--- src/tt_proto_pkg.sv ---
/*
  Package for the time-triggered protocol core: register map, field
  positions, reset values, state encodings and limits.
  Assumes a 32-bit AXI4-Lite register bus, one aligned word per register.
*/
package tt_proto_pkg;

  // ****************************************************************
  // Register byte offsets
  // ****************************************************************
  localparam logic [7:0] CTRL_OFF = 8'h00;
  localparam logic [7:0] WAKE_OFF = 8'h04;
  localparam logic [7:0] STATE_OFF = 8'h08;
  localparam logic [7:0] MTICK_OFF = 8'h0C;
  localparam logic [7:0] CORR_OFF = 8'h10;
  localparam logic [7:0] EXTCORR_OFF = 8'h14;
  localparam logic [7:0] LIMIT_OFF = 8'h18;
  localparam logic [7:0] SYNC_OFF = 8'h1C;
  localparam logic [7:0] FILTER_OFF = 8'h20;
  localparam logic [7:0] RXDATA_OFF = 8'h24;

  // ****************************************************************
  // Control and wake field positions
  // ****************************************************************
  localparam int CTRL_RUN_BIT = 0;
  localparam int CTRL_WAKE_BIT = 1;
  localparam int CTRL_INHIBIT_BIT = 2;
  localparam int CTRL_COLD_LO = 4;
  localparam int CTRL_MTRST_BIT = 8;
  localparam int WAKE_CHA_BIT = 0;
  localparam int WAKE_CHB_BIT = 1;
  localparam int WAKE_REP_LO = 4;
  localparam int CYCLE_MT_LO = 16;

  localparam logic [31:0] CTRL_RST = 32'h0000_0030;
  localparam logic [31:0] WAKE_RST = 32'h0000_0013;
  localparam logic [31:0] LIMIT_RST = 32'h0010_0010;
  localparam logic [15:0] CYCLE_MT_RST = 16'h0040;
  localparam logic [15:0] NIT_MT_RST = 16'h0008;
  localparam logic [15:0] WAKE_SYM_CLK = 16'h0020;

  // Fixed sync-node maximum; not configurable
  localparam logic [4:0] MAX_SYNC_NODES = 5'h10;

  localparam logic [1:0] RESP_OKAY = 2'h0;
  localparam logic [1:0] RESP_SLVERR = 2'h2;

  typedef enum logic [3:0] {
    ST_RESET, ST_CONFIG, ST_WAKE_SEND, ST_COLD_LISTEN, ST_COLD_START,
    ST_INTEG_LISTEN, ST_INIT_SCHED, ST_NORMAL
  } poc_state_e;

endpackage

--- src/tt_proto_core.sv ---
/*
  Protocol engine of a time-triggered dual-channel bus controller:
  wakeup sender, startup sequencing, host state view, measurement table
  clearing, correction limit checks, sync frame limit and rx filtering.
  Assumes bus pins are synchronised here; the host uses AXI4-Lite.
*/
`timescale 1ns/1ps
module tt_proto_core #(
  parameter int CLK_PER_MT = 4
) (
  input wire logic mclk,
  input wire logic rst_n,
  input wire logic ce,
  input wire logic [7:0] s_axi_awaddr,
  input wire logic s_axi_awvalid,
  output logic s_axi_awready,
  input wire logic [31:0] s_axi_wdata,
  input wire logic [3:0] s_axi_wstrb,
  input wire logic s_axi_wvalid,
  output logic s_axi_wready,
  output logic [1:0] s_axi_bresp,
  output logic s_axi_bvalid,
  input wire logic s_axi_bready,
  input wire logic [7:0] s_axi_araddr,
  input wire logic s_axi_arvalid,
  output logic s_axi_arready,
  output logic [31:0] s_axi_rdata,
  output logic [1:0] s_axi_rresp,
  output logic s_axi_rvalid,
  input wire logic s_axi_rready,
  input wire logic rx_frame_a,
  input wire logic rx_frame_b,
  input wire logic rx_sync,
  input wire logic rx_startup,
  input wire logic rx_null,
  input wire logic rx_wake_sym,
  input wire logic [31:0] rx_payload,
  input wire logic [10:0] rx_frame_id,
  input wire logic [5:0] rx_cycle,
  input wire logic [15:0] rx_msg_id,
  input wire logic [15:0] meas_offset,
  input wire logic [15:0] meas_rate,
  output logic tx_wake_a,
  output logic tx_wake_b,
  output logic tx_null_ind,
  output logic table_clr_even,
  output logic table_clr_odd,
  output logic fifo_accept,
  output logic buf_accept
);

  initial begin
    if (CLK_PER_MT < 1 || CLK_PER_MT > 255)
      $error("CLK_PER_MT out of range");
  end

  // ****************************************************************
  // Input synchronisers
  // ****************************************************************
  localparam int NS = 7;
  logic [NS-1:0] sy1_reg, sy2_reg, pv_reg;
  logic [NS-1:0] sy_next;
  always_comb begin
    sy_next = {rx_wake_sym, rx_null, rx_startup, rx_sync, rx_frame_b,
               rx_frame_a, 1'b0};
  end
  always_ff @(posedge mclk) begin
    if (!rst_n) begin
      sy1_reg <= '0;
      sy2_reg <= '0;
      pv_reg <= '0;
    end else if (ce) begin
      sy1_reg <= sy_next;
      sy2_reg <= sy1_reg;
      pv_reg <= sy2_reg;
    end
  end
  wire logic fa = sy2_reg[1] & ~pv_reg[1];
  wire logic fb = sy2_reg[2] & ~pv_reg[2];
  wire logic f_sync = sy2_reg[3];
  wire logic f_startup_frame_indicator = sy2_reg[4];
  // Wakeup input goes through the synchroniser and is then dropped
  wire logic f_null_n = sy2_reg[5];
  wire logic wake_seen = 1'b0 & sy2_reg[6];

  // ****************************************************************
  // Registers, protocol state and timebase
  // ****************************************************************
  logic [31:0] ctrl_reg, ctrl_next, wake_reg, wake_next;
  logic [31:0] ext_reg, ext_next, lim_reg, lim_next, filt_reg, filt_next;
  logic [31:0] rxd_reg, rxd_next;
  logic [15:0] off_reg, off_next, rate_reg, rate_next;
  logic [15:0] mt_reg, mt_next, host_mt_reg, host_mt_next;
  logic [7:0] div_reg, div_next;
  logic [15:0] wcnt_reg, wcnt_next;
  logic [3:0] rep_reg, rep_next, cold_reg, cold_next;
  logic [4:0] sa_reg, sa_next, sb_reg, sb_next, nsync_reg, nsync_next;
  logic odd_reg, odd_next, lag_reg, lag_next, left_rst_reg, left_rst_next;
  logic wake_err_reg, wake_err_next, mtp_reg, mtp_next;
  tt_proto_pkg::poc_state_e st_reg, st_next, host_st_reg, host_st_next;
  logic aw_reg, aw_next, w_reg, w_next, bv_reg, bv_next, rv_reg, rv_next;
  logic [7:0] awa_reg, awa_next;
  logic [31:0] wd_reg, wd_next, rd_reg, rd_next;
  logic [1:0] br_reg, br_next, rr_reg, rr_next;

  function automatic logic [15:0] clip(input logic [15:0] v,
                                       input logic [15:0] lim);
    logic [15:0] a;
    a = v[15] ? 16'(-v) : v;
    clip = (a > lim) ? (v[15] ? 16'(-lim) : lim) : v;
  endfunction

  wire logic mt_tick = (div_reg == 8'(CLK_PER_MT - 1));
  wire logic [15:0] cyc_len = ctrl_reg[31:16] == 16'h0 ?
    tt_proto_pkg::CYCLE_MT_RST : ctrl_reg[31:16];
  wire logic cyc_end = mt_tick && (mt_reg == 16'(cyc_len - 16'h1));
  wire logic in_nit = mt_reg >= 16'(cyc_len - tt_proto_pkg::NIT_MT_RST);
  wire logic startup = st_reg inside {tt_proto_pkg::ST_COLD_LISTEN,
    tt_proto_pkg::ST_COLD_START, tt_proto_pkg::ST_INTEG_LISTEN,
    tt_proto_pkg::ST_INIT_SCHED};
  wire logic [4:0] startup_frame_indicator_max = (sa_reg > sb_reg) ? sa_reg : sb_reg;
  wire logic wr_go = aw_reg && w_reg && !bv_reg;
  wire logic mt_rst = wr_go && awa_reg == tt_proto_pkg::CTRL_OFF &&
    wd_reg[tt_proto_pkg::CTRL_MTRST_BIT];
  wire logic fid_ok = rx_frame_id == filt_reg[10:0];
  wire logic cyc_ok = rx_cycle == filt_reg[21:16];
  wire logic ch_ok = (fa & filt_reg[24]) | (fb & filt_reg[25]);

  always_comb begin
    ctrl_next = ctrl_reg;
    wake_next = wake_reg;
    ext_next = ext_reg;
    lim_next = lim_reg;
    filt_next = filt_reg;
    rxd_next = rxd_reg;
    st_next = st_reg;
    div_next = mt_tick ? 8'h0 : 8'(div_reg + 8'h1);
    mt_next = mt_reg;
    host_mt_next = host_mt_reg;
    odd_next = odd_reg;
    wcnt_next = wcnt_reg;
    rep_next = rep_reg;
    cold_next = cold_reg;
    sa_next = sa_reg;
    sb_next = sb_reg;
    nsync_next = nsync_reg;
    off_next = off_reg;
    rate_next = rate_reg;
    lag_next = 1'b0;
    left_rst_next = left_rst_reg | (st_reg != tt_proto_pkg::ST_RESET);
    wake_err_next = wake_err_reg | wake_seen;
    mtp_next = mtp_reg;
    host_st_next = st_reg;
    if (mt_tick) begin
      // A pending count reset lands one macrotick late, internally only
      mt_next = (cyc_end || mtp_reg) ? 16'h0 : 16'(mt_reg + 16'h1);
      host_mt_next = mt_next;
      mtp_next = 1'b0;
    end
    if (cyc_end) begin
      odd_next = ~odd_reg;
      // Offset/rate limit applied to raw value, then external term added
      off_next = 16'(clip(meas_offset, lim_reg[15:0]) + ext_reg[15:0]);
      rate_next = 16'(clip(meas_rate, lim_reg[31:16]) + ext_reg[31:16]);
      sa_next = 5'h0;
      sb_next = 5'h0;
      nsync_next = 5'h0;
    end
    if (f_startup_frame_indicator && fa && sa_reg != 5'h1F) sa_next = 5'(sa_reg + 5'h1);
    if (f_startup_frame_indicator && fb && sb_reg != 5'h1F) sb_next = 5'(sb_reg + 5'h1);
    if (f_sync && (fa | fb) && nsync_reg < tt_proto_pkg::MAX_SYNC_NODES)
      nsync_next = 5'(nsync_reg + 5'h1);
    // Payload kept only in the normal state; startup bit never stored
    if ((fa | fb) && !startup && st_reg == tt_proto_pkg::ST_NORMAL)
      rxd_next = rx_payload;
    case (st_reg)
      tt_proto_pkg::ST_RESET: st_next = tt_proto_pkg::ST_CONFIG;
      tt_proto_pkg::ST_CONFIG: begin
        cold_next = ctrl_reg[7:4];
        if (ctrl_reg[tt_proto_pkg::CTRL_WAKE_BIT]) begin
          st_next = tt_proto_pkg::ST_WAKE_SEND;
          rep_next = wake_reg[7:4];
          wcnt_next = tt_proto_pkg::WAKE_SYM_CLK;
          ctrl_next[tt_proto_pkg::CTRL_WAKE_BIT] = 1'b0;
        end else if (ctrl_reg[tt_proto_pkg::CTRL_RUN_BIT]) begin
          st_next = ctrl_reg[tt_proto_pkg::CTRL_INHIBIT_BIT] ?
            tt_proto_pkg::ST_INTEG_LISTEN : tt_proto_pkg::ST_COLD_LISTEN;
        end
      end
      tt_proto_pkg::ST_WAKE_SEND: begin
        wcnt_next = 16'(wcnt_reg - 16'h1);
        if (wcnt_reg == 16'h0) begin
          wcnt_next = tt_proto_pkg::WAKE_SYM_CLK;
          rep_next = 4'(rep_reg - 4'h1);
          if (rep_reg <= 4'h1)
            st_next = tt_proto_pkg::ST_CONFIG;
        end
      end
      tt_proto_pkg::ST_COLD_LISTEN:
        if (cyc_end) st_next = tt_proto_pkg::ST_COLD_START;
      tt_proto_pkg::ST_COLD_START:
        if (cyc_end) begin
          if (startup_frame_indicator_max != 5'h0) st_next = tt_proto_pkg::ST_INIT_SCHED;
          else if (cold_reg == 4'h0) begin
            st_next = tt_proto_pkg::ST_INTEG_LISTEN;
            host_st_next = tt_proto_pkg::ST_COLD_LISTEN;
            lag_next = 1'b1;
          end else begin
            cold_next = 4'(cold_reg - 4'h1);
            st_next = tt_proto_pkg::ST_COLD_LISTEN;
          end
        end
      tt_proto_pkg::ST_INTEG_LISTEN:
        if (f_sync && (fa | fb)) st_next = tt_proto_pkg::ST_INIT_SCHED;
      tt_proto_pkg::ST_INIT_SCHED:
        if (cyc_end) st_next = tt_proto_pkg::ST_NORMAL;
      tt_proto_pkg::ST_NORMAL:
        if (!ctrl_reg[tt_proto_pkg::CTRL_RUN_BIT])
          st_next = tt_proto_pkg::ST_CONFIG;
      default: st_next = tt_proto_pkg::ST_RESET;
    endcase
    if (lag_reg && !mt_tick) begin
      lag_next = 1'b1;
      host_st_next = tt_proto_pkg::ST_COLD_LISTEN;
    end
    if (mt_rst) begin
      host_mt_next = 16'h0;
      mtp_next = 1'b1;
    end
    if (wr_go) begin
      case (awa_reg)
        tt_proto_pkg::CTRL_OFF: begin
          ctrl_next = wd_reg & 32'hFFFF_00F7;
          // Inhibit can still be set but no longer cleared once the reset state is left
          ctrl_next[tt_proto_pkg::CTRL_INHIBIT_BIT] = left_rst_reg ?
            (ctrl_reg[2] | wd_reg[2]) : wd_reg[2];
        end
        tt_proto_pkg::WAKE_OFF: wake_next = wd_reg & 32'h0000_00F3;
        tt_proto_pkg::EXTCORR_OFF: ext_next = wd_reg;
        tt_proto_pkg::LIMIT_OFF: lim_next = wd_reg;
        tt_proto_pkg::FILTER_OFF: filt_next = wd_reg;
        default: ;
      endcase
    end
  end

  always_ff @(posedge mclk) begin
    if (!rst_n) begin
      ctrl_reg <= tt_proto_pkg::CTRL_RST;
      wake_reg <= tt_proto_pkg::WAKE_RST;
      ext_reg <= '0;
      lim_reg <= tt_proto_pkg::LIMIT_RST;
      filt_reg <= '0;
      rxd_reg <= '0;
      st_reg <= tt_proto_pkg::ST_RESET;
      host_st_reg <= tt_proto_pkg::ST_RESET;
      div_reg <= '0;
      mt_reg <= '0;
      host_mt_reg <= '0;
      odd_reg <= 1'b0;
      wcnt_reg <= '0;
      rep_reg <= '0;
      cold_reg <= '0;
      sa_reg <= '0;
      sb_reg <= '0;
      nsync_reg <= '0;
      off_reg <= '0;
      rate_reg <= '0;
      lag_reg <= 1'b0;
      left_rst_reg <= 1'b0;
      wake_err_reg <= 1'b0;
      mtp_reg <= 1'b0;
    end else if (ce) begin
      ctrl_reg <= ctrl_next;
      wake_reg <= wake_next;
      ext_reg <= ext_next;
      lim_reg <= lim_next;
      filt_reg <= filt_next;
      rxd_reg <= rxd_next;
      st_reg <= st_next;
      host_st_reg <= host_st_next;
      div_reg <= div_next;
      mt_reg <= mt_next;
      host_mt_reg <= host_mt_next;
      odd_reg <= odd_next;
      wcnt_reg <= wcnt_next;
      rep_reg <= rep_next;
      cold_reg <= cold_next;
      sa_reg <= sa_next;
      sb_reg <= sb_next;
      nsync_reg <= nsync_next;
      off_reg <= off_next;
      rate_reg <= rate_next;
      lag_reg <= lag_next;
      left_rst_reg <= left_rst_next;
      wake_err_reg <= wake_err_next;
      mtp_reg <= mtp_next;
    end
  end

  // ****************************************************************
  // Link-side outputs
  // ****************************************************************
  wire logic sending = st_reg == tt_proto_pkg::ST_WAKE_SEND &&
    wcnt_reg > (tt_proto_pkg::WAKE_SYM_CLK >> 1);
  assign tx_wake_a = sending & wake_reg[tt_proto_pkg::WAKE_CHA_BIT];
  assign tx_wake_b = sending & wake_reg[tt_proto_pkg::WAKE_CHB_BIT];
  assign tx_null_ind = 1'b0;
  assign table_clr_even = in_nit & odd_reg;
  assign table_clr_odd = in_nit & ~odd_reg;
  // Message id filtering is offered to the FIFO path only
  assign fifo_accept = (fa | fb) & f_null_n & ~startup & ch_ok &
    ((rx_msg_id & filt_reg[31:16]) == filt_reg[31:16]);
  assign buf_accept = (fa | fb) & f_null_n & ~startup & ch_ok & fid_ok &
    cyc_ok;

  // ****************************************************************
  // AXI4-Lite slave
  // ****************************************************************
  always_comb begin
    aw_next = aw_reg;
    w_next = w_reg;
    awa_next = awa_reg;
    wd_next = wd_reg;
    bv_next = bv_reg;
    br_next = br_reg;
    rv_next = rv_reg;
    rd_next = rd_reg;
    rr_next = rr_reg;
    if (s_axi_awvalid && !aw_reg) begin
      aw_next = 1'b1;
      awa_next = {s_axi_awaddr[7:2], 2'b00};
    end
    if (s_axi_wvalid && !w_reg) begin
      w_next = 1'b1;
      wd_next = s_axi_wdata;
    end
    if (wr_go) begin
      aw_next = 1'b0;
      w_next = 1'b0;
      bv_next = 1'b1;
      br_next = (awa_reg > tt_proto_pkg::RXDATA_OFF) ?
        tt_proto_pkg::RESP_SLVERR : tt_proto_pkg::RESP_OKAY;
    end
    if (bv_reg && s_axi_bready) bv_next = 1'b0;
    if (rv_reg && s_axi_rready) rv_next = 1'b0;
    if (s_axi_arvalid && !rv_reg) begin
      rv_next = 1'b1;
      rr_next = tt_proto_pkg::RESP_OKAY;
      case ({s_axi_araddr[7:2], 2'b00})
        tt_proto_pkg::CTRL_OFF: rd_next = ctrl_reg;
        tt_proto_pkg::WAKE_OFF: rd_next = wake_reg;
        tt_proto_pkg::STATE_OFF: rd_next = {11'h0, nsync_reg, 7'h0,
          wake_err_reg, 4'(cold_reg), 4'(host_st_reg)};
        tt_proto_pkg::MTICK_OFF: rd_next = {15'h0, odd_reg, host_mt_reg};
        tt_proto_pkg::CORR_OFF: rd_next = {rate_reg, off_reg};
        tt_proto_pkg::EXTCORR_OFF: rd_next = ext_reg;
        tt_proto_pkg::LIMIT_OFF: rd_next = lim_reg;
        tt_proto_pkg::SYNC_OFF: rd_next = {11'h0, sb_reg, 11'h0, sa_reg};
        tt_proto_pkg::FILTER_OFF: rd_next = filt_reg;
        tt_proto_pkg::RXDATA_OFF: rd_next = rxd_reg;
        default: begin
          rd_next = '0;
          rr_next = tt_proto_pkg::RESP_SLVERR;
        end
      endcase
    end
  end

  always_ff @(posedge mclk) begin
    if (!rst_n) begin
      aw_reg <= 1'b0;
      w_reg <= 1'b0;
      awa_reg <= '0;
      wd_reg <= '0;
      bv_reg <= 1'b0;
      br_reg <= '0;
      rv_reg <= 1'b0;
      rd_reg <= '0;
      rr_reg <= '0;
    end else if (ce) begin
      aw_reg <= aw_next;
      w_reg <= w_next;
      awa_reg <= awa_next;
      wd_reg <= wd_next;
      bv_reg <= bv_next;
      br_reg <= br_next;
      rv_reg <= rv_next;
      rd_reg <= rd_next;
      rr_reg <= rr_next;
    end
  end

  assign s_axi_awready = ce & ~aw_reg;
  assign s_axi_wready = ce & ~w_reg;
  assign s_axi_bvalid = bv_reg;
  assign s_axi_bresp = br_reg;
  assign s_axi_arready = ce & ~rv_reg;
  assign s_axi_rvalid = rv_reg;
  assign s_axi_rdata = rd_reg;
  assign s_axi_rresp = rr_reg;

endmodule

--- config.mk ---
export PLATFORM = sky130hd
export DESIGN_NAME = tt_proto_core
export DESIGN_NICKNAME = d
export VERILOG_FILES = /design/src/tt_proto_pkg.sv /design/src/tt_proto_core.sv
export SDC_FILE = /design/constraint.sdc
export NUM_CORES = 1
export LEC_CHECK = 0
export BUFFER_PORTS_ARGS = -buffer_cell sky130_fd_sc_hd__buf_2
export CAP_MARGIN = 40
export CORE_ASPECT_RATIO = 2
export CORE_MARGIN = 2
export CORE_UTILIZATION = 45
export DETAILED_ROUTE_END_ITERATION = 7
export PLACE_DENSITY = 0.62
export SETUP_SLACK_MARGIN = 0.15
export SKIP_LAST_GASP = 1
export SLEW_MARGIN = 10
export SYNTH_ARGS = -nofsm -noshare
export SYNTH_HDL_FRONTEND = slang
export SYNTH_SLANG_ARGS = --single-unit
--- constraint.sdc ---
create_clock -name mclk -period 6.75 [get_ports mclk]
set_input_delay 0.3375 -clock mclk [delete_from_list [all_inputs] [get_ports mclk]]
set_output_delay 0.3375 -clock mclk [all_outputs]
set_load 0.02 [all_outputs]
==> impl_metrics.json <==
{
  "r2r-start": "lim_reg[4]",
  "synth-edff-count": 0,
  "cts_hold_buffers": 0,
  "clockBufferDepth": 3,
  "cpLargestDelayFamily": "compound AO/OA/AOI/OAI gates",
  "skew_ns": 0.0361,
  "grt_pass1_wl_mm": 113,
  "status": "finished, final reports clean",
  "cts_setup_buffers": 0,
  "hpwl_mm": 55.7,
  "port_buffers": 198,
  "irDropWorstVdd_mv": 0.217,
  "gr-usage-all-layers_pct": 30.3,
  "worstMarginPinSlew_ns": 0.958,
  "grt_pass1_vias": 19700,
  "layout.nets": 3102,
  "max_freq_ghz": 0.165,
  "min_path_type": "input pin to flip-flop",
  "ys_warn_count": 0,
  "fin_tns_setup_ns": 0,
  "crit_required_ns": 7.20,
  "cts.sinks": 366,
  "cp.arrival_ns": 6.53,
  "min-delay-start": "rx_frame_b",
  "clk_pin_slew_ns": 0.07,
  "drt-pass1-iter-count": 5,
  "fin_ws_ns": 0.671,
  "dpl_cell_area_sq_um": 22200,
  "wl_per_cell_um": 21.8,
  "netlist-cell-type-count": 96,
  "syn_area_per_cell_sq_um": 7.67,
  "r2r-end": "off_reg[15]",
  "drc_errors": 0,
  "path_buf_inv": 5,
  "io_pins": 211,
  "die_h_um": 309,
  "gp_congestion": 0.936,
  "placementRows": 111,
  "critPathMaxFanout": 13,
  "power_density_nw_per_um2": 202,
  "reg2regPathDepth": 22,
  "layout-area-overhead-vs-synth_pct": 11.9,
  "min_period_ns": 6.08,
  "leakage_nw": 8.81,
  "dieArea_sq_um": 48200,
  "die_w_um": 156,
  "min_path_cells": 3,
  "yosys_most_used_dff": "dfxtp_1",
  "vias_per_cell": 5.98,
  "async_reset_ff_share_pct": 0,
  "whs_endpoint": "sy1_reg[2]",
  "fin_crit_sh_pct": 90.1,
  "h-tree-depth": 2,
  "slew_violations": 0,
  "finalInstanceArea_sq_um": 23300,
  "setup_viol": 0,
  "grt_max_degree": 147,
  "design.core.area_sq_um": 45800,
  "tritoncts": "done",
  "rrSetupSlack_ns": 1.32,
  "initial_core_util_pct": 45.5,
  "crit_path_start_kind": "input pin",
  "vias": 20500,
  "antenna_found_initial": 0,
  "final_layout_size_suffix_gt1_share_pct": 12.2,
  "cp_common_cell": "nor2_1",
  "overflow": 0,
  "syn_inst": 2720,
  "end_kind": "flip-flop",
  "drv_cap": 0,
  "ys_ff_latch": 366,
  "maxSlewHeadroom_pct": 36.1,
  "cp_slowest_cell": "a2111oi_1",
  "cts_buffers": 35,
  "clock_latency_ns": 0.56,
  "drt_iter0_markers": 1721,
  "rsz0062_at_grt": "false",
  "crit_type": "input pin to flip-flop",
  "hold_violations": 0,
  "drtAntennaViolNets": 0,
  "netlist_area_sq_um": 20900,
  "place_worst_setup_slack_ns": 0.0768,
  "final_util_pct": 50.9,
  "critical_path.max_stage_delay_ns": 0.55,
  "wirelength_mm": 74.6,
  "ys_seq_area_share_pct": 35.1,
  "cts_root_buf": "clkbuf_16"
}
power breakdown:
part / switching [W] / internal [W] / total, W
sequential: 0.0000399 / 0.00218 / 0.00222
clock: 0.000889 / 0.00107 / 0.00196
combinational: 0.000322 / 0.000205 / 0.000527
worst reg2reg max path: stages, from the launching register on:
cell and delay, ns:
dfxtp_1 0.48, inv_1 0.14, ha_1 0.33, nor2b_1 0.13
o21ai_0 0.27, a31oi_1 0.12, a2111oi_0 0.38, buf_4 0.23
nor2_1 0.06, buf_4 0.18, nor2_1 0.11, a21oi_1 0.07
ha_1 0.31, and3_1 0.18, a2111oi_1 0.55, buf_4 0.21
o21ai_0 0.09, a21o_1 0.21, a41o_1 0.28, o41ai_1 0.41
o21ai_0 0.20, xor2_1 0.17, o211a_1 0.21
cells in the mapped netlist, types with 10 or more instances:
library cell / n / share of area (%)
mux2i_1: 38 / 1.8
dfxtp_1: 366 / 35
a31oi_1: 39 / 1.2
a22o_1: 12 / 0.50
a22oi_1: 96 / 3.5
or3_1: 21 / 0.63
nor2b_1: 21 / 0.63
ha_1: 104 / 6.2
o31ai_1: 13 / 0.47
clkbuf_1: 138 / 2.5
and3_1: 12 / 0.36
o21ai_0: 78 / 1.9
nand2_1: 554 / 10
nand4_1: 19 / 0.57
xor2_1: 33 / 1.4
xnor2_1: 118 / 5.0
nand2b_1: 18 / 0.54
a21oi_1: 337 / 8.1
nand3_1: 68 / 1.6
inv_1: 85 / 1.5
a221oi_1: 17 / 0.71
a21o_1: 17 / 0.61
and2_1: 10 / 0.30
o21ai_1: 14 / 0.34
nor4_1: 22 / 0.66
nor3_1: 44 / 1.1
nor2_1: 225 / 4.0
routing by layer:
layer	global-route usage, %	up-vias	share of wire, %
met5	0	-	0
met4	15.7	0	5.8
met3	3.11	177	5.8
met2	54.5	784	50
met1	35.3	9768	38
li1	-	9734	-
stage by stage:
step	hold slack, ns	power [W]	std cells
after CTS	0.00288	0.00473	3417
after floorplan	0.425	0.00260	2722
after detailed placement	0.440	0.00279	3360
after global placement	0.436	0.00278	3350
after global routing	0.0209	0.00487	3418
final	0.0152	0.00471	3420
repair_timing:
item                                   4_1_cts  5_1_grt
gates resized for setup                      0        1
endpoints found under the hold margin        0        0
setup endpoints to repair                    0        1
layout by cell type (no fill, tap or decap), types with 8 or more instances in the layout:
cell,instances
buf_4,39
xor2_1,33
a31oi_1,38
a22o_1,12
o21ai_0,78
dfxtp_1,366
and3_1,12
nor4_1,22
o41ai_1,8
nand4_1,19
nand2b_1,18
clkbuf_1,8
a21oi_1,337
ha_1,104
inv_1,84
a21o_1,17
xnor2_1,118
nor2_1,218
o211ai_1,8
or3_1,21
nor3_1,43
o22ai_1,9
nand3_1,68
clkbuf_16,36
and2_1,10
mux2_2,9
o31ai_1,13
nor2b_1,21
a221oi_1,17
nand2_1,554
nor2_2,8
o21a_1,8
a22oi_1,96
mux2i_1,38
buf_2,199
o21ai_1,14
cell families after synthesis:
group,share of synthesized area (%)
compound gates,21.4
other cells,0.0180
mux,2.31
fa+ha+maj,6.43
buf+inv,5.44
xor+xnor,6.34
flops,35.1
simple gates,23.0
worst max-delay path by stage:
stage                     slack, ns  cells past startpoint      startpoint          end
after floorplan                0.54                     26  meas_offset[5]  off_reg[15]
after global placement         0.03                     30  meas_offset[5]  off_reg[15]
after detailed placement       0.08                     30  meas_offset[3]  off_reg[15]
after CTS                      0.60                     30  meas_offset[5]  off_reg[15]
after global routing           0.19                     29  meas_offset[5]  off_reg[15]
final                          0.67                     30  meas_offset[3]  off_reg[15]
cell type report:
| cell class | instances | area, sq um |
|---|---|---|
| inverters | 85 | 327 |
| clock inverters | 12 | 129 |
| flip-flops and latches | 366 | 7330 |
| clock buffers | 45 | 945 |
| well taps | 565 | 707 |
| multi-input cells | 2099 | 12400 |
| repair buffers | 246 | 1460 |
| fillers | 4508 | 22500 |
| diodes | 2 | 5.00 |
Note: power is estimated with default switching activity, not from simulation.
